==> config.mk <==
export PLATFORM = sky130hd
export DESIGN_NAME = adc_conversion_sequencer
export DESIGN_NICKNAME = d
export VERILOG_FILES = /design/src/core/result_store.v /design/src/core/adc_conversion_sequencer.v
export VERILOG_INCLUDE_DIRS = /design/src /design/src/core
export SDC_FILE = /design/constraint.sdc
export NUM_CORES = 1
export LEC_CHECK = 0
export ABC_AREA = 1
export BUFFER_PORTS_ARGS = -buffer_cell sky130_fd_sc_hd__buf_2
export CAP_MARGIN = 20
export CORE_MARGIN = 10
export CORE_UTILIZATION = 40
export DETAILED_ROUTE_END_ITERATION = 8
export GPL_TIMING_DRIVEN = 0
export HOLD_SLACK_MARGIN = 0.08
export PLACE_DENSITY = 0.69
export SLEW_MARGIN = 5
export SYNTH_ARGS = -nofsm -noshare
export SYNTH_HDL_FRONTEND = slang
export SYNTH_SLANG_ARGS = --single-unit
==> constraint.sdc <==
create_clock -name clk_sys_in -period 4.7 [get_ports clk_sys_in]
set_input_delay 0.94 -clock clk_sys_in [delete_from_list [all_inputs] [get_ports clk_sys_in]]
set_output_delay 0.94 -clock clk_sys_in [all_outputs]
set_load 0.01 [all_outputs]
==> src/core/adc_seq_defs.vh <==
`ifndef ADC_SEQ_DEFS_VH
`define ADC_SEQ_DEFS_VH

// ****************************************************************
// Register map (word addresses, 32-bit data)
// ****************************************************************
`define ADDR_CONTROL      4'h0
`define ADDR_STATUS       4'h1
`define ADDR_IRQ_STATUS   4'h2
`define ADDR_IRQ_MASK     4'h3
`define ADDR_TRACKING     4'h4
`define ADDR_RESULT_BASE  4'h8
`define ADDR_WIDTH        4

// ****************************************************************
// Control word fields
// ****************************************************************
`define CTRL_MODE_LO      3
`define CTRL_MODE_HI      4
`define CTRL_RESET        2'h0

`define MODE_SIMULTANEOUS 2'h0
`define MODE_SEQUENTIAL   2'h1
`define MODE_OFFSET_CAL   2'h2
`define MODE_GAIN_CAL     2'h3

// ****************************************************************
// Status word fields
// ****************************************************************
`define STAT_PAIR_LO      0
`define STAT_PAIR_HI      3
`define STAT_RANGE        4
`define STAT_RESET        5'h00

// Interrupt status bits
`define IRQ_END_SEQ       0
`define IRQ_RESET         1'h0

// ****************************************************************
// Converter data format
// ****************************************************************
`define RESULT_WIDTH      16
`define CHANNELS          8

// ****************************************************************
// Timing
// ****************************************************************
`define CLK_PERIOD_NS     20
`define CONV_CLK_TICKS    4
`define PAIR_SPACING      8
`define SEQ_SAMPLE_SPACING 4
`define CONV_LATENCY      14
`define SEQ_LIMIT         49
`define SEQ_TICK_W        6
`define SEQ_END_TICK      6'd44

// Input multiplexer routing
`define ROUTE_TRACK       2'h0
`define ROUTE_SEQUENCE    2'h1
`define ROUTE_REFERENCE   2'h2
`define ROUTE_GAIN        2'h3

`endif

==> src/core/result_store.v <==
`timescale 1ns/10ps
`default_nettype none
`include "adc_seq_defs.vh"

// ****************************************************************
// Eight-word result memory with registered read port
// ****************************************************************
module result_store (
    input  wire                     clk_in,
    input  wire                     wr_en_in,
    input  wire [2:0]               wr_addr_in,
    input  wire [`RESULT_WIDTH-1:0] wr_data_in,
    input  wire [2:0]               rd_addr_in,
    output reg  [`RESULT_WIDTH-1:0] rd_data_out
);

    reg [`RESULT_WIDTH-1:0] mem [0:`CHANNELS-1];

    always @(posedge clk_in) begin
        if (wr_en_in) begin
            mem[wr_addr_in] <= wr_data_in;
        end
        rd_data_out <= mem[rd_addr_in];
    end

endmodule
`default_nettype wire

==> src/core/adc_conversion_sequencer.v <==
// Decided for this implementation: the placing of the registers and the plain strobed port.
`timescale 1ns/10ps
`default_nettype none
`include "adc_seq_defs.vh"

module adc_conversion_sequencer (
    input  wire                     clk_sys_in,
    input  wire                     rst_b_in,
    input  wire [`ADDR_WIDTH-1:0]   addr_in,
    input  wire [31:0]              wr_data_in,
    input  wire                     wr_en_in,
    input  wire                     rd_en_in,
    output reg  [31:0]              rd_data_out,
    input  wire                     convert_start_in,
    input  wire [`RESULT_WIDTH-1:0] core_data_in,
    input  wire                     out_of_range_flag_in,
    output reg  [2:0]               sample_channel_a_out,
    output reg  [2:0]               sample_channel_b_out,
    output reg                      sample_strobe_out,
    output reg  [1:0]               input_route_out,
    output reg                      sequence_active_out,
    output wire                     irq_out
);

    // ****************************************************************
    // Reset synchroniser
    // ****************************************************************
    reg rst_meta;
    reg rst_sync;

    always @(posedge clk_sys_in or negedge rst_b_in) begin
        if (!rst_b_in) begin
            rst_meta <= 1'b0;
            rst_sync <= 1'b0;
        end else begin
            rst_meta <= 1'b1;
            rst_sync <= rst_meta;
        end
    end

    // ****************************************************************
    // States
    // ****************************************************************
    localparam [1:0] ST_TRACK = 2'b01;
    localparam [1:0] ST_SEQ   = 2'b10;

    reg [1:0]               state;
    reg [1:0]               next_state;
    reg [1:0]               control_mode;
    reg [1:0]               run_mode;
    reg [`SEQ_TICK_W-1:0]   tick;
    reg [1:0]               conv_phase;
    reg                     start_prev;
    reg [4:0]               status;
    reg [7:0]               otr_bits;
    reg [`RESULT_WIDTH-1:0] tracking_result;
    reg                     irq_status;
    reg                     irq_mask;

    wire start_edge = convert_start_in && !start_prev;
    wire in_seq     = state[1];
    wire conv_tick  = (conv_phase == 2'd3);

    // ****************************************************************
    // Schedule helpers
    // ****************************************************************
    // Tick-wide copies keep schedule arithmetic at tick width
    localparam [`SEQ_TICK_W-1:0] SEQ_STEP  = `SEQ_SAMPLE_SPACING;
    localparam [`SEQ_TICK_W-1:0] PAIR_STEP = `PAIR_SPACING;
    localparam [`SEQ_TICK_W-1:0] LATENCY   = `CONV_LATENCY;

    // Result for slot k lands CONV_LATENCY after its sample tick, one converter clock later still for slots 4-7 in pair modes
    function [`SEQ_TICK_W-1:0] sample_tick;
        input [1:0] mode;
        input [2:0] ch;
        begin
            if (mode == `MODE_SEQUENTIAL) begin
                sample_tick = {3'b000, ch} * SEQ_STEP;
            end else begin
                sample_tick = {4'b0000, ch[1:0]} * PAIR_STEP;
            end
        end
    endfunction

    // Channel whose result is written at a given tick (second half
    // of a pair is one converter clock behind the first)
    function [3:0] result_slot;
        input [1:0]             mode;
        input [`SEQ_TICK_W-1:0] t;
        reg   [`SEQ_TICK_W-1:0] rel;
        begin
            rel = t - LATENCY;
            result_slot = 4'h8;
            if (t >= LATENCY && rel[1:0] == 2'b00) begin
                if (mode == `MODE_SEQUENTIAL) begin
                    if (rel[5:2] < 4'd8) begin
                        result_slot = {1'b0, rel[4:2]};
                    end
                end else if (rel[5:2] < 4'd8) begin
                    result_slot = {1'b0, rel[2], rel[4:3]};
                end
            end
        end
    endfunction

    wire [3:0] slot = result_slot(run_mode, tick);
    wire       slot_valid = in_seq && !slot[3];
    wire       last_done  = slot_valid && (slot[2:0] == 3'd7);

    // ****************************************************************
    // Sequence state machine
    // ****************************************************************
    always @* begin
        next_state = state;
        case (state)
            ST_TRACK: begin
                if (start_edge) begin
                    next_state = ST_SEQ;
                end
            end
            ST_SEQ: begin
                if (last_done) begin
                    next_state = ST_TRACK;
                end
            end
            default: begin
                next_state = ST_TRACK;
            end
        endcase
    end

    always @(posedge clk_sys_in or negedge rst_sync) begin
        if (!rst_sync) begin
            state      <= ST_TRACK;
            run_mode   <= `MODE_SIMULTANEOUS;
            tick       <= {`SEQ_TICK_W{1'b0}};
            conv_phase <= 2'd0;
            start_prev <= 1'b0;
        end else begin
            state      <= next_state;
            start_prev <= convert_start_in;
            conv_phase <= conv_phase + 2'd1;
            if (state == ST_TRACK && start_edge) begin
                run_mode <= control_mode;
                tick     <= {`SEQ_TICK_W{1'b0}};
            end else if (in_seq) begin
                tick <= tick + 6'd1;
            end
        end
    end

    // ****************************************************************
    // Sample multiplexer drive
    // ****************************************************************
    integer k;
    always @(posedge clk_sys_in or negedge rst_sync) begin
        if (!rst_sync) begin
            sample_channel_a_out <= 3'd0;
            sample_channel_b_out <= 3'd4;
            sample_strobe_out    <= 1'b0;
            input_route_out      <= `ROUTE_TRACK;
            sequence_active_out  <= 1'b0;
        end else begin
            sequence_active_out <= (next_state == ST_SEQ);
            sample_strobe_out   <= 1'b0;
            if (next_state == ST_SEQ) begin
                case (in_seq ? run_mode : control_mode)
                    `MODE_OFFSET_CAL: begin
                        input_route_out <= `ROUTE_REFERENCE;
                    end
                    `MODE_GAIN_CAL: begin
                        input_route_out <= `ROUTE_GAIN;
                    end
                    default: begin
                        input_route_out <= `ROUTE_SEQUENCE;
                    end
                endcase
                for (k = 0; k < 8; k = k + 1) begin
                    if ((in_seq ? tick + 6'd1 : 6'd0) ==
                        sample_tick(in_seq ? run_mode : control_mode,
                                    k[2:0])) begin
                        if ((in_seq ? run_mode : control_mode) ==
                            `MODE_SEQUENTIAL) begin
                            sample_channel_a_out <= k[2:0];
                            sample_strobe_out    <= 1'b1;
                        end else if (k < 4) begin
                            sample_channel_a_out <= k[2:0];
                            sample_channel_b_out <= k[2:0] + 3'd4;
                            sample_strobe_out    <= 1'b1;
                        end
                    end
                end
            end else begin
                input_route_out      <= `ROUTE_TRACK;
                sample_channel_a_out <= 3'd0;
                sample_channel_b_out <= 3'd4;
                sample_strobe_out    <= conv_tick;
            end
        end
    end

    // ****************************************************************
    // Result memory
    // ****************************************************************
    wire [`RESULT_WIDTH-1:0] mem_rd_data;
    wire                     rd_result = (addr_in >= `ADDR_RESULT_BASE);

    result_store u_result_store (
        .clk_in      (clk_sys_in),
        .wr_en_in    (slot_valid),
        .wr_addr_in  (slot[2:0]),
        .wr_data_in  (core_data_in),
        .rd_addr_in  (addr_in[2:0]),
        .rd_data_out (mem_rd_data)
    );

    // ****************************************************************
    // Status, tracking and interrupt
    // ****************************************************************
    wire pair_done = slot_valid && slot[2] &&
                     (run_mode != `MODE_SEQUENTIAL);
    wire irq_set   = last_done;
    wire irq_clr   = wr_en_in && (addr_in == `ADDR_IRQ_STATUS) &&
                     wr_data_in[`IRQ_END_SEQ];

    always @(posedge clk_sys_in or negedge rst_sync) begin
        if (!rst_sync) begin
            control_mode    <= `CTRL_RESET;
            status          <= `STAT_RESET;
            otr_bits        <= 8'h00;
            tracking_result <= {`RESULT_WIDTH{1'b0}};
            irq_status      <= `IRQ_RESET;
            irq_mask        <= 1'b0;
        end else begin
            if (wr_en_in && addr_in == `ADDR_CONTROL) begin
                control_mode <= wr_data_in[`CTRL_MODE_HI:`CTRL_MODE_LO];
            end else if (wr_en_in && addr_in == `ADDR_IRQ_MASK) begin
                irq_mask <= wr_data_in[`IRQ_END_SEQ];
            end
            if (state == ST_TRACK && start_edge) begin
                status[`STAT_PAIR_HI:`STAT_PAIR_LO] <= 4'h0;
                otr_bits <= 8'h00;
            end else if (pair_done) begin
                status[slot[1:0]] <= 1'b1;
            end else if (last_done && run_mode == `MODE_SEQUENTIAL) begin
                status[`STAT_PAIR_HI:`STAT_PAIR_LO] <= 4'hF;
            end
            if (slot_valid) begin
                otr_bits[slot[2:0]] <= out_of_range_flag_in;
            end
            if (state == ST_TRACK && conv_tick && !start_edge) begin
                tracking_result      <= core_data_in;
                status[`STAT_RANGE]  <= out_of_range_flag_in;
            end
            if (irq_set) begin
                irq_status <= 1'b1;
            end else if (irq_clr) begin
                irq_status <= 1'b0;
            end
        end
    end

    assign irq_out = irq_status && irq_mask;

    // ****************************************************************
    // Register read port
    // ****************************************************************
    reg       rd_pending;
    reg       rd_from_mem;
    reg [31:0] rd_word;

    always @(posedge clk_sys_in or negedge rst_sync) begin
        if (!rst_sync) begin
            rd_pending  <= 1'b0;
            rd_from_mem <= 1'b0;
            rd_word     <= 32'h00000000;
        end else begin
            rd_pending  <= rd_en_in;
            rd_from_mem <= rd_en_in && rd_result;
            if (!rd_en_in) begin
                rd_word <= 32'h00000000;
            end else if (addr_in == `ADDR_CONTROL) begin
                rd_word <= {27'h0, control_mode, 3'h0};
            end else if (addr_in == `ADDR_STATUS) begin
                rd_word <= {19'h0, otr_bits, status};
            end else if (addr_in == `ADDR_IRQ_STATUS) begin
                rd_word <= {31'h0, irq_status};
            end else if (addr_in == `ADDR_IRQ_MASK) begin
                rd_word <= {31'h0, irq_mask};
            end else if (addr_in == `ADDR_TRACKING) begin
                rd_word <= {16'h0, tracking_result};
            end else begin
                rd_word <= 32'h00000000;
            end
        end
    end

    always @* begin
        if (rd_from_mem) begin
            rd_data_out = {16'h0000, mem_rd_data};
        end else if (rd_pending) begin
            rd_data_out = rd_word;
        end else begin
            rd_data_out = 32'h00000000;
        end
    end

endmodule
`default_nettype wire

==> results.md, run 1 <==
- Detailed Routing Iterations Pass 1: 5
- Core area: roughly 22000 um2
- Routability Congestion: a little under 0.9
- First-pass GRT wire length: approximately 35 mm
- Vias post-DR: between 6000 and 7000
- Design Area, Final: about 11000 um2
- Type of the worst setup path: reg2out
- Layout Skew: slightly above 0.03 ns
- Post-DRT Antenna Nets: 0
- Slew Limit Headroom: between 30% and 40%
- Layout cells sized above 1: a little under a fifth
- Run status: complete, no violations
- CP Max Fanout: 10
- Critical Path RT: 3.76 ns
- GRT Total Usage: between 10% and 20%
- Largest net degree at the start of global routing: 56
- Slew Viols, Final: 0
- Layout area overhead: 17.1%
- Leak pwr: 0.00437 uW
- DIE AREA: roughly 29000 um2
- I/O Buffers: 54
- Net count, final: 963
- Post-DP Area: approximately 9800 um2
- Crit Reg-Reg Startpoint: tick[1]
- CTS Hold Bufs: 0
- Synth unique cells: 39
- MaxCap Viol Count: 0
- Initial antenna violation count: 2
- Clk sink count: 220
- Post-synth EDFFs: ~130
- Final setup vio count: 0
- Metal-1 WL: approximately 9.3 mm
- Largest buffer count on any clock path: 3
- Reg clk slew, reported paths: 0.06 ns
- Unrepaired setup endpoints after global routing: no
- WL final: roughly 23 mm
- Post-Syn Instances: 800
- Worst r2r path cells: 11
- Avg Synthesized Cell Area: about 11 um2
- H-tree lvl count: 1
- Final HPWL DP: roughly 15 mm
- Root Driver: clkbuf_16
- Hold Fails Final Rpt: 0
- Synth Register Bits: 220
- Crit path capture type: primary output
- CTS tree: built
- Clock Latency Late Sink: ~0.53 ns
- DR DRC count: 0
- Syn. warnings: 0
- Post-synthesis sequential area ratio: roughly two thirds
- Top FF cell, synth: edfxtp_1
- Max Clk Rate: about 0.30 GHz
- DR WL met2: 11.1 mm
- Data arrival time of the critical path: 2.43 ns
- Slew at the pin with the worst max-slew slack: between 0.9 and 1 ns
- Critical Path Start Type: flip-flop
- Post-synth ARST share: between 30% and 40%
- Final period utilization: 71.8%
- Cell row count: 54
- PostCTS Resize Cnt: 0
- Hold Path Class: reg2async
- Power Density: between 400 and 500 nW/um2
- Maximum vdd ir drop: roughly 250 uV
- Die X: 170 um
- Met3 wire length: ~1.9 mm
- Aggregate global routing overflow: 0
- Critical Path Source: rd_from_mem
- Drt initial violations: 545
- TNS Setup: 0 ns
- Vias in the first global route: between 6000 and 7000
- Starting Density: about two fifths
- Final Critical Period: between 3 and 4 ns
- Die Y: about 170 um
- Via density: 5.28
- Post-Syn Area: 9040 um2
- Post-CTS Setup Inserts: 0
- Top Layer Used: met5
- Average wire per standard cell: slightly below 20 um
- Number of top-level pins: between 100 and 150
- Total CTS buffers: 23
## metrics by stage
| step | std cells | hold WS (ns) | total power, uW | utilization [%] | setup slack, ns |
|---|---|---|---|---|---|
| 2_1_floorplan | 815 | 0.331 | 2790 | - | 2.13 |
| 3_3_place_gp | 1149 | 0.334 | 2980 | 44.1 | 1.13 |
| 3_5_place_dp | 1154 | 0.223 | 3000 | 44.6 | 1.81 |
| 4_1_cts | 1196 | 0.200 | 4800 | 48.0 | 1.34 |
| 5_1_grt | 1197 | 0.201 | 4990 | 48.1 | 1.22 |
| 6_report | 1197 | 0.214 | 4770 | 48.1 | 1.33 |
## logic make-up after synthesis
logic type                 after synthesis  share of synthesized area [%]
adders and majority gates                6                          0.831
muxes                                   16                           1.99
buffers and inverters                  100                           4.89
other                                    2                         0.0831
and+or+nand+nor                        347                           17.5
DFF                                    220                           67.2
AOI/OAI and AO/OA                      108                           7.42
xor gates and xnor gates                 1                         0.0969
## Yosys cell counts (15+ instances only)
master | instances | area share (%)
mux2_2 | 15 | 1.9
nand2_1 | 187 | 7.8
nand3_1 | 62 | 3.4
dfxtp_1 | 16 | 3.5
a31oi_1 | 18 | 1.2
clkbuf_1 | 26 | 1.1
o21ai_0 | 15 | 0.83
a22oi_1 | 32 | 2.7
nor2_1 | 44 | 1.8
inv_1 | 44 | 1.8
buf_4 | 17 | 1.4
dfrtp_1 | 74 | 20
nand4_1 | 24 | 1.7
a21oi_1 | 28 | 1.6
edfxtp_1 | 128 | 43
## cell usage in the layout, fill, tap and decap left out, drive strengths merged, types with 2 or more instances in the layout
cell type,n
a211oi,6
a21oi,29
a22oi,32
a31oi,18
buf,81
bufinv,2
clkbuf,55
clkinv,6
clkinvlp,5
conb,17
dfrtp,74
dfstp,2
dfxtp,16
edfxtp,128
ha,6
inv,52
mux2,16
nand2,200
nand3,69
nand4,24
nor2,49
nor3b,3
o21ai,20
o22ai,2
## report_power, final
group | total [uW] | switching (uW) | leakage [uW] | internal [uW]
clock | 1810 | 748 | 0.000361 | 1060
sequential | 2300 | 95.0 | 0.00226 | 2200
combinational | 668 | 426 | 0.00175 | 243
## registers in the layout, indices dropped and copies added, names as in the netlist
| register | cells |
|---|---|
| status | 5 |
| run_mode | 2 |
| otr_bits | 8 |
| conv_phase | 2 |
| rd_word | 16 |
| rst_sync | 1 |
| sequence_active_out | 1 |
| control_mode | 2 |
| irq_mask | 1 |
| tracking_result | 16 |
| rst_meta | 1 |
| u_result_store.rd_data_out | 16 |
| sample_strobe_out | 1 |
| sample_channel_a_out | 3 |
| irq_status | 1 |
| state | 2 |
| u_result_store.mem | 128 |
| rd_pending | 1 |
| tick | 6 |
| input_route_out | 2 |
| start_prev | 1 |
| sample_channel_b_out | 3 |
| rd_from_mem | 1 |
## layout make-up
| cell class | count | area [um2] |
|---|---|---|
| fill | 1950 | 11400 |
| sequential | 220 | 6070 |
| multi-input combinational | 495 | 2590 |
| clock buffer | 29 | 618 |
| timing repair buffer | 59 | 358 |
| tap | 280 | 350 |
| buffer | 48 | 246 |
| inverter | 52 | 195 |
| clock inverter | 13 | 150 |
| antenna | 1 | 2.50 |
## path summary, 6_finish.rpt
check,to,slack [ns]
setup / recovery,rd_data_out[8],1.33
hold / removal,sample_channel_a_out[2],0.21
setup reg to reg,u_result_store.mem[6][0],1.96
hold reg to reg,sample_channel_a_out[2],0.21
max in group asynchronous,state[0],3.88
min in group clk_sys_in,rst_sync,0.34
## worst max-delay path, cell delays in order (launching register included)
cell      delay [ns]
dfrtp_1         0.32
clkbuf_1        0.55
inv_1           0.31
clkbuf_1        0.33
nand3_1         0.20
nand2_1         0.07
buf_2           0.14
## metal layers
metal / GRT usage (%) / up-vias
met1: 20.0 / 3064
met3: 3.42 / 48
met5: 0 / -
li1: - / 2967
met2: 26.2 / 238
met4: 5.42 / 2
Note: power is estimated with default switching activity, not from simulation.
==> run 2: changes to the inputs <==
==> constraint.sdc (replaced) <==
create_clock -name clk_sys_in -period 3.24 [get_ports clk_sys_in]
set_input_delay 0.648 -clock clk_sys_in [delete_from_list [all_inputs] [get_ports clk_sys_in]]
set_output_delay 0.648 -clock clk_sys_in [all_outputs]
set_load 0.01 [all_outputs]
==> run 2 against run 1 <==
  * Cell count hardly changed
  * Clock power is 45% higher
  * Sequential cell count stayed put
  * Sequential power is 45% higher
  * Global-route usage hardly changed
  * Non-clock buffer count is 1 higher
  * Final area hardly changed
  * Die area stayed put
  * First-iteration DRC count is 3.9% lower
  * Critical path type unchanged
==> results.md, run 2 (synthesis gave the netlist of run 1 again) <==
- GRT Total Usage: 15.8% (about the same)
- CP most frequent cell: clkbuf_1
- Most frequent cells in the layout: 187 x nand2_1, 128 x edfxtp_1, 73 x dfrtp_1
- GR met3 Demand/Resource: 3.42% (unchanged)
- Placed cell count: 1154 (unchanged)
- Drt initial violations: 524 (-3.9%)
- Aggregate global routing overflow: 0 (unchanged)
- Largest net degree at the start of global routing: 56 (unchanged)
- Maximum vdd ir drop: 364 uV (+44%)
- Max Clk Rate: between 0.3 and 0.4 GHz
- Layout area overhead: 17.3% (about the same)
- Total power draw: 6920 uW (+45%)
- CTS tree: built
- Post-DRT Antenna Nets: 0 (unchanged)
- MaxCap Viol Count: 0 (unchanged)
- Detailed Routing Iterations Pass 1: 6 (+1)
- Run status: complete, no violations
- Final Util: 48.1% (about the same)
- Die X: 170 um (unchanged)
- Total CTS buffers: 23 (unchanged)
- Average wire per standard cell: 19.2 um (about the same)
- Final period utilization: about 95%
- Clock Latency Late Sink: 0.52 ns (about the same)
- Met2 Use GR: 26.2% (unchanged)
- Root Driver: clkbuf_16
- Slew at the pin with the worst max-slew slack: 0.922 ns (-0.0292 ns)
- Vias in the first global route: 6233 (+0.048%)
- Number of top-level pins: 101 (unchanged)
- CP Max Fanout: 10 (unchanged)
- Initial antenna violation count: 2 (unchanged)
- Commonest non-fill, non-tap cell in the layout: nand2_1
- Gr busiest metal: met2
- Max FFs per register: 128 (unchanged)
- Unrepaired setup endpoints after global routing: no
- PostCTS Resize Cnt: 0 (unchanged)
- Design Area, Final: 10600 um2 (about the same)
- Hold slack: 0.214 ns (-0.00000800 ns)
- Largest buffer count on any clock path: 3 (unchanged)
- Type of the worst setup path: reg2out
- Met1 Use GR: 20.0% (about the same)
- Top reg by flops: u_result_store.mem
- Core area: 22000 um2 (unchanged)
- Final setup vio count: 0 (unchanged)
- DR DRC count: 0 (unchanged)
- Hold Path Class: reg2async
- Reg clk slew, reported paths: 0.06 ns (about the same)
- Slew Viols, Final: 0 (unchanged)
- I/O Buffers: 54 (unchanged)
- Layout cells sized above 1: 18.9% (-0.021 points)
- Hold Fails Final Rpt: 0 (unchanged)
- Slowest CP cell: clkbuf_1
- Post-DP Area: 9810 um2 (unchanged)
- Crit path cell chain: clkbuf_1, inv_1, clkbuf_1, nand3_1, nand2_1, buf_2
- Post-Layout Cell Count: 1198 (+0.084%)
- Data arrival time of the critical path: 2.42 ns (about the same)
- Die Y: 170 um (unchanged)
- CP delay by family, top: buffers and inverters
- DIE AREA: 29000 um2 (unchanged)
- Final HPWL DP: 15.1 mm (unchanged)
- Max incr delay on CP: 0.45 ns (-0.10 ns)
- Slew Limit Headroom: 38.5% (+1.9 points)
- Leak pwr: 0.00437 uW (about the same)
- Net count, final: 964 (+0.10%)
- Crit path capture type: primary output
- Routability Congestion: 0.889 (unchanged)
- H-tree lvl count: 1 (unchanged)
- Power Density: 654 nW/um2 (+45%)
- Clk sink count: 220 (unchanged)
- First-pass GRT wire length: 35.2 mm (about the same)
- Vias post-DR: 6369 (+0.79%)
- Cell row count: 54 (unchanged)
- Starting Density: 41.0% (unchanged)
- Final Critical Period: 3.07 ns
- WL final: 23.0 mm (about the same)
- Layout Skew: 0.0294 ns (-0.00164 ns)
- Via density: 5.32 (+0.71%)
- Critical Path RT: 2.59 ns (-1.17 ns)
- Critical Path Start Type: flip-flop
- Critical path buffers and inverters: 4 (unchanged)
[run 2: worst paths after layout]
| path | from | to | slack, ns | cells past startpoint |
|---|---|---|---|---|
| worst max-delay path | rd_from_mem | rd_data_out[8] | 0.17 | 6 |
| worst min-delay path | rst_sync | sample_strobe_out | 0.21 | 0 |
| worst max register to register | tick[1] | u_result_store.mem[7][8] | 0.51 | 11 |
| worst min register to register | rst_sync | sample_strobe_out | 0.21 | 0 |
| max in group asynchronous | rst_sync | state[0] | 2.42 | 1 |
| min in group clk_sys_in | convert_start_in | start_prev | 0.27 | 1 |
[run 2: report_power, final]
| group | leakage (uW) | switching (uW) | internal [uW] |
|---|---|---|---|
| Sequential | 0.00226 | 138 | 3200 |
| Clock | 0.000361 | 1080 | 1530 |
| Combinational | 0.00175 | 619 | 353 |
[run 2: cell type report]
cell class                 instances  area (um2)
fill                            1949       11400
sequential                       220        6070
multi-input combinational        495        2590
clock buffer                      29         618
timing repair buffer              60         368
tap                              280         350
buffer                            48         246
inverter                          52         195
clock inverter                    13         150
antenna                            1        2.50
[run 2: routing by layer]
metal / part of all wire (%) / wire (um)
met5: 0.035 / 8
met4: 2.8 / 655
met3: 9.1 / 2110
met2: 48 / 11000
met1: 40 / 9200
[run 2: stage by stage]
stage	TNS [ns]	setup slack (ns)
after floorplan	0	0.667
after global placement	-14.97	-0.327
final	0	0.172
after global routing	0	0.0496
after CTS	0	0.175
after detailed placement	0	0.521
[run 2: timing repair]
item	in CTS	in global routing
setup buffers	0	0
hold buffers	1	0
endpoints found under the hold margin	2	0
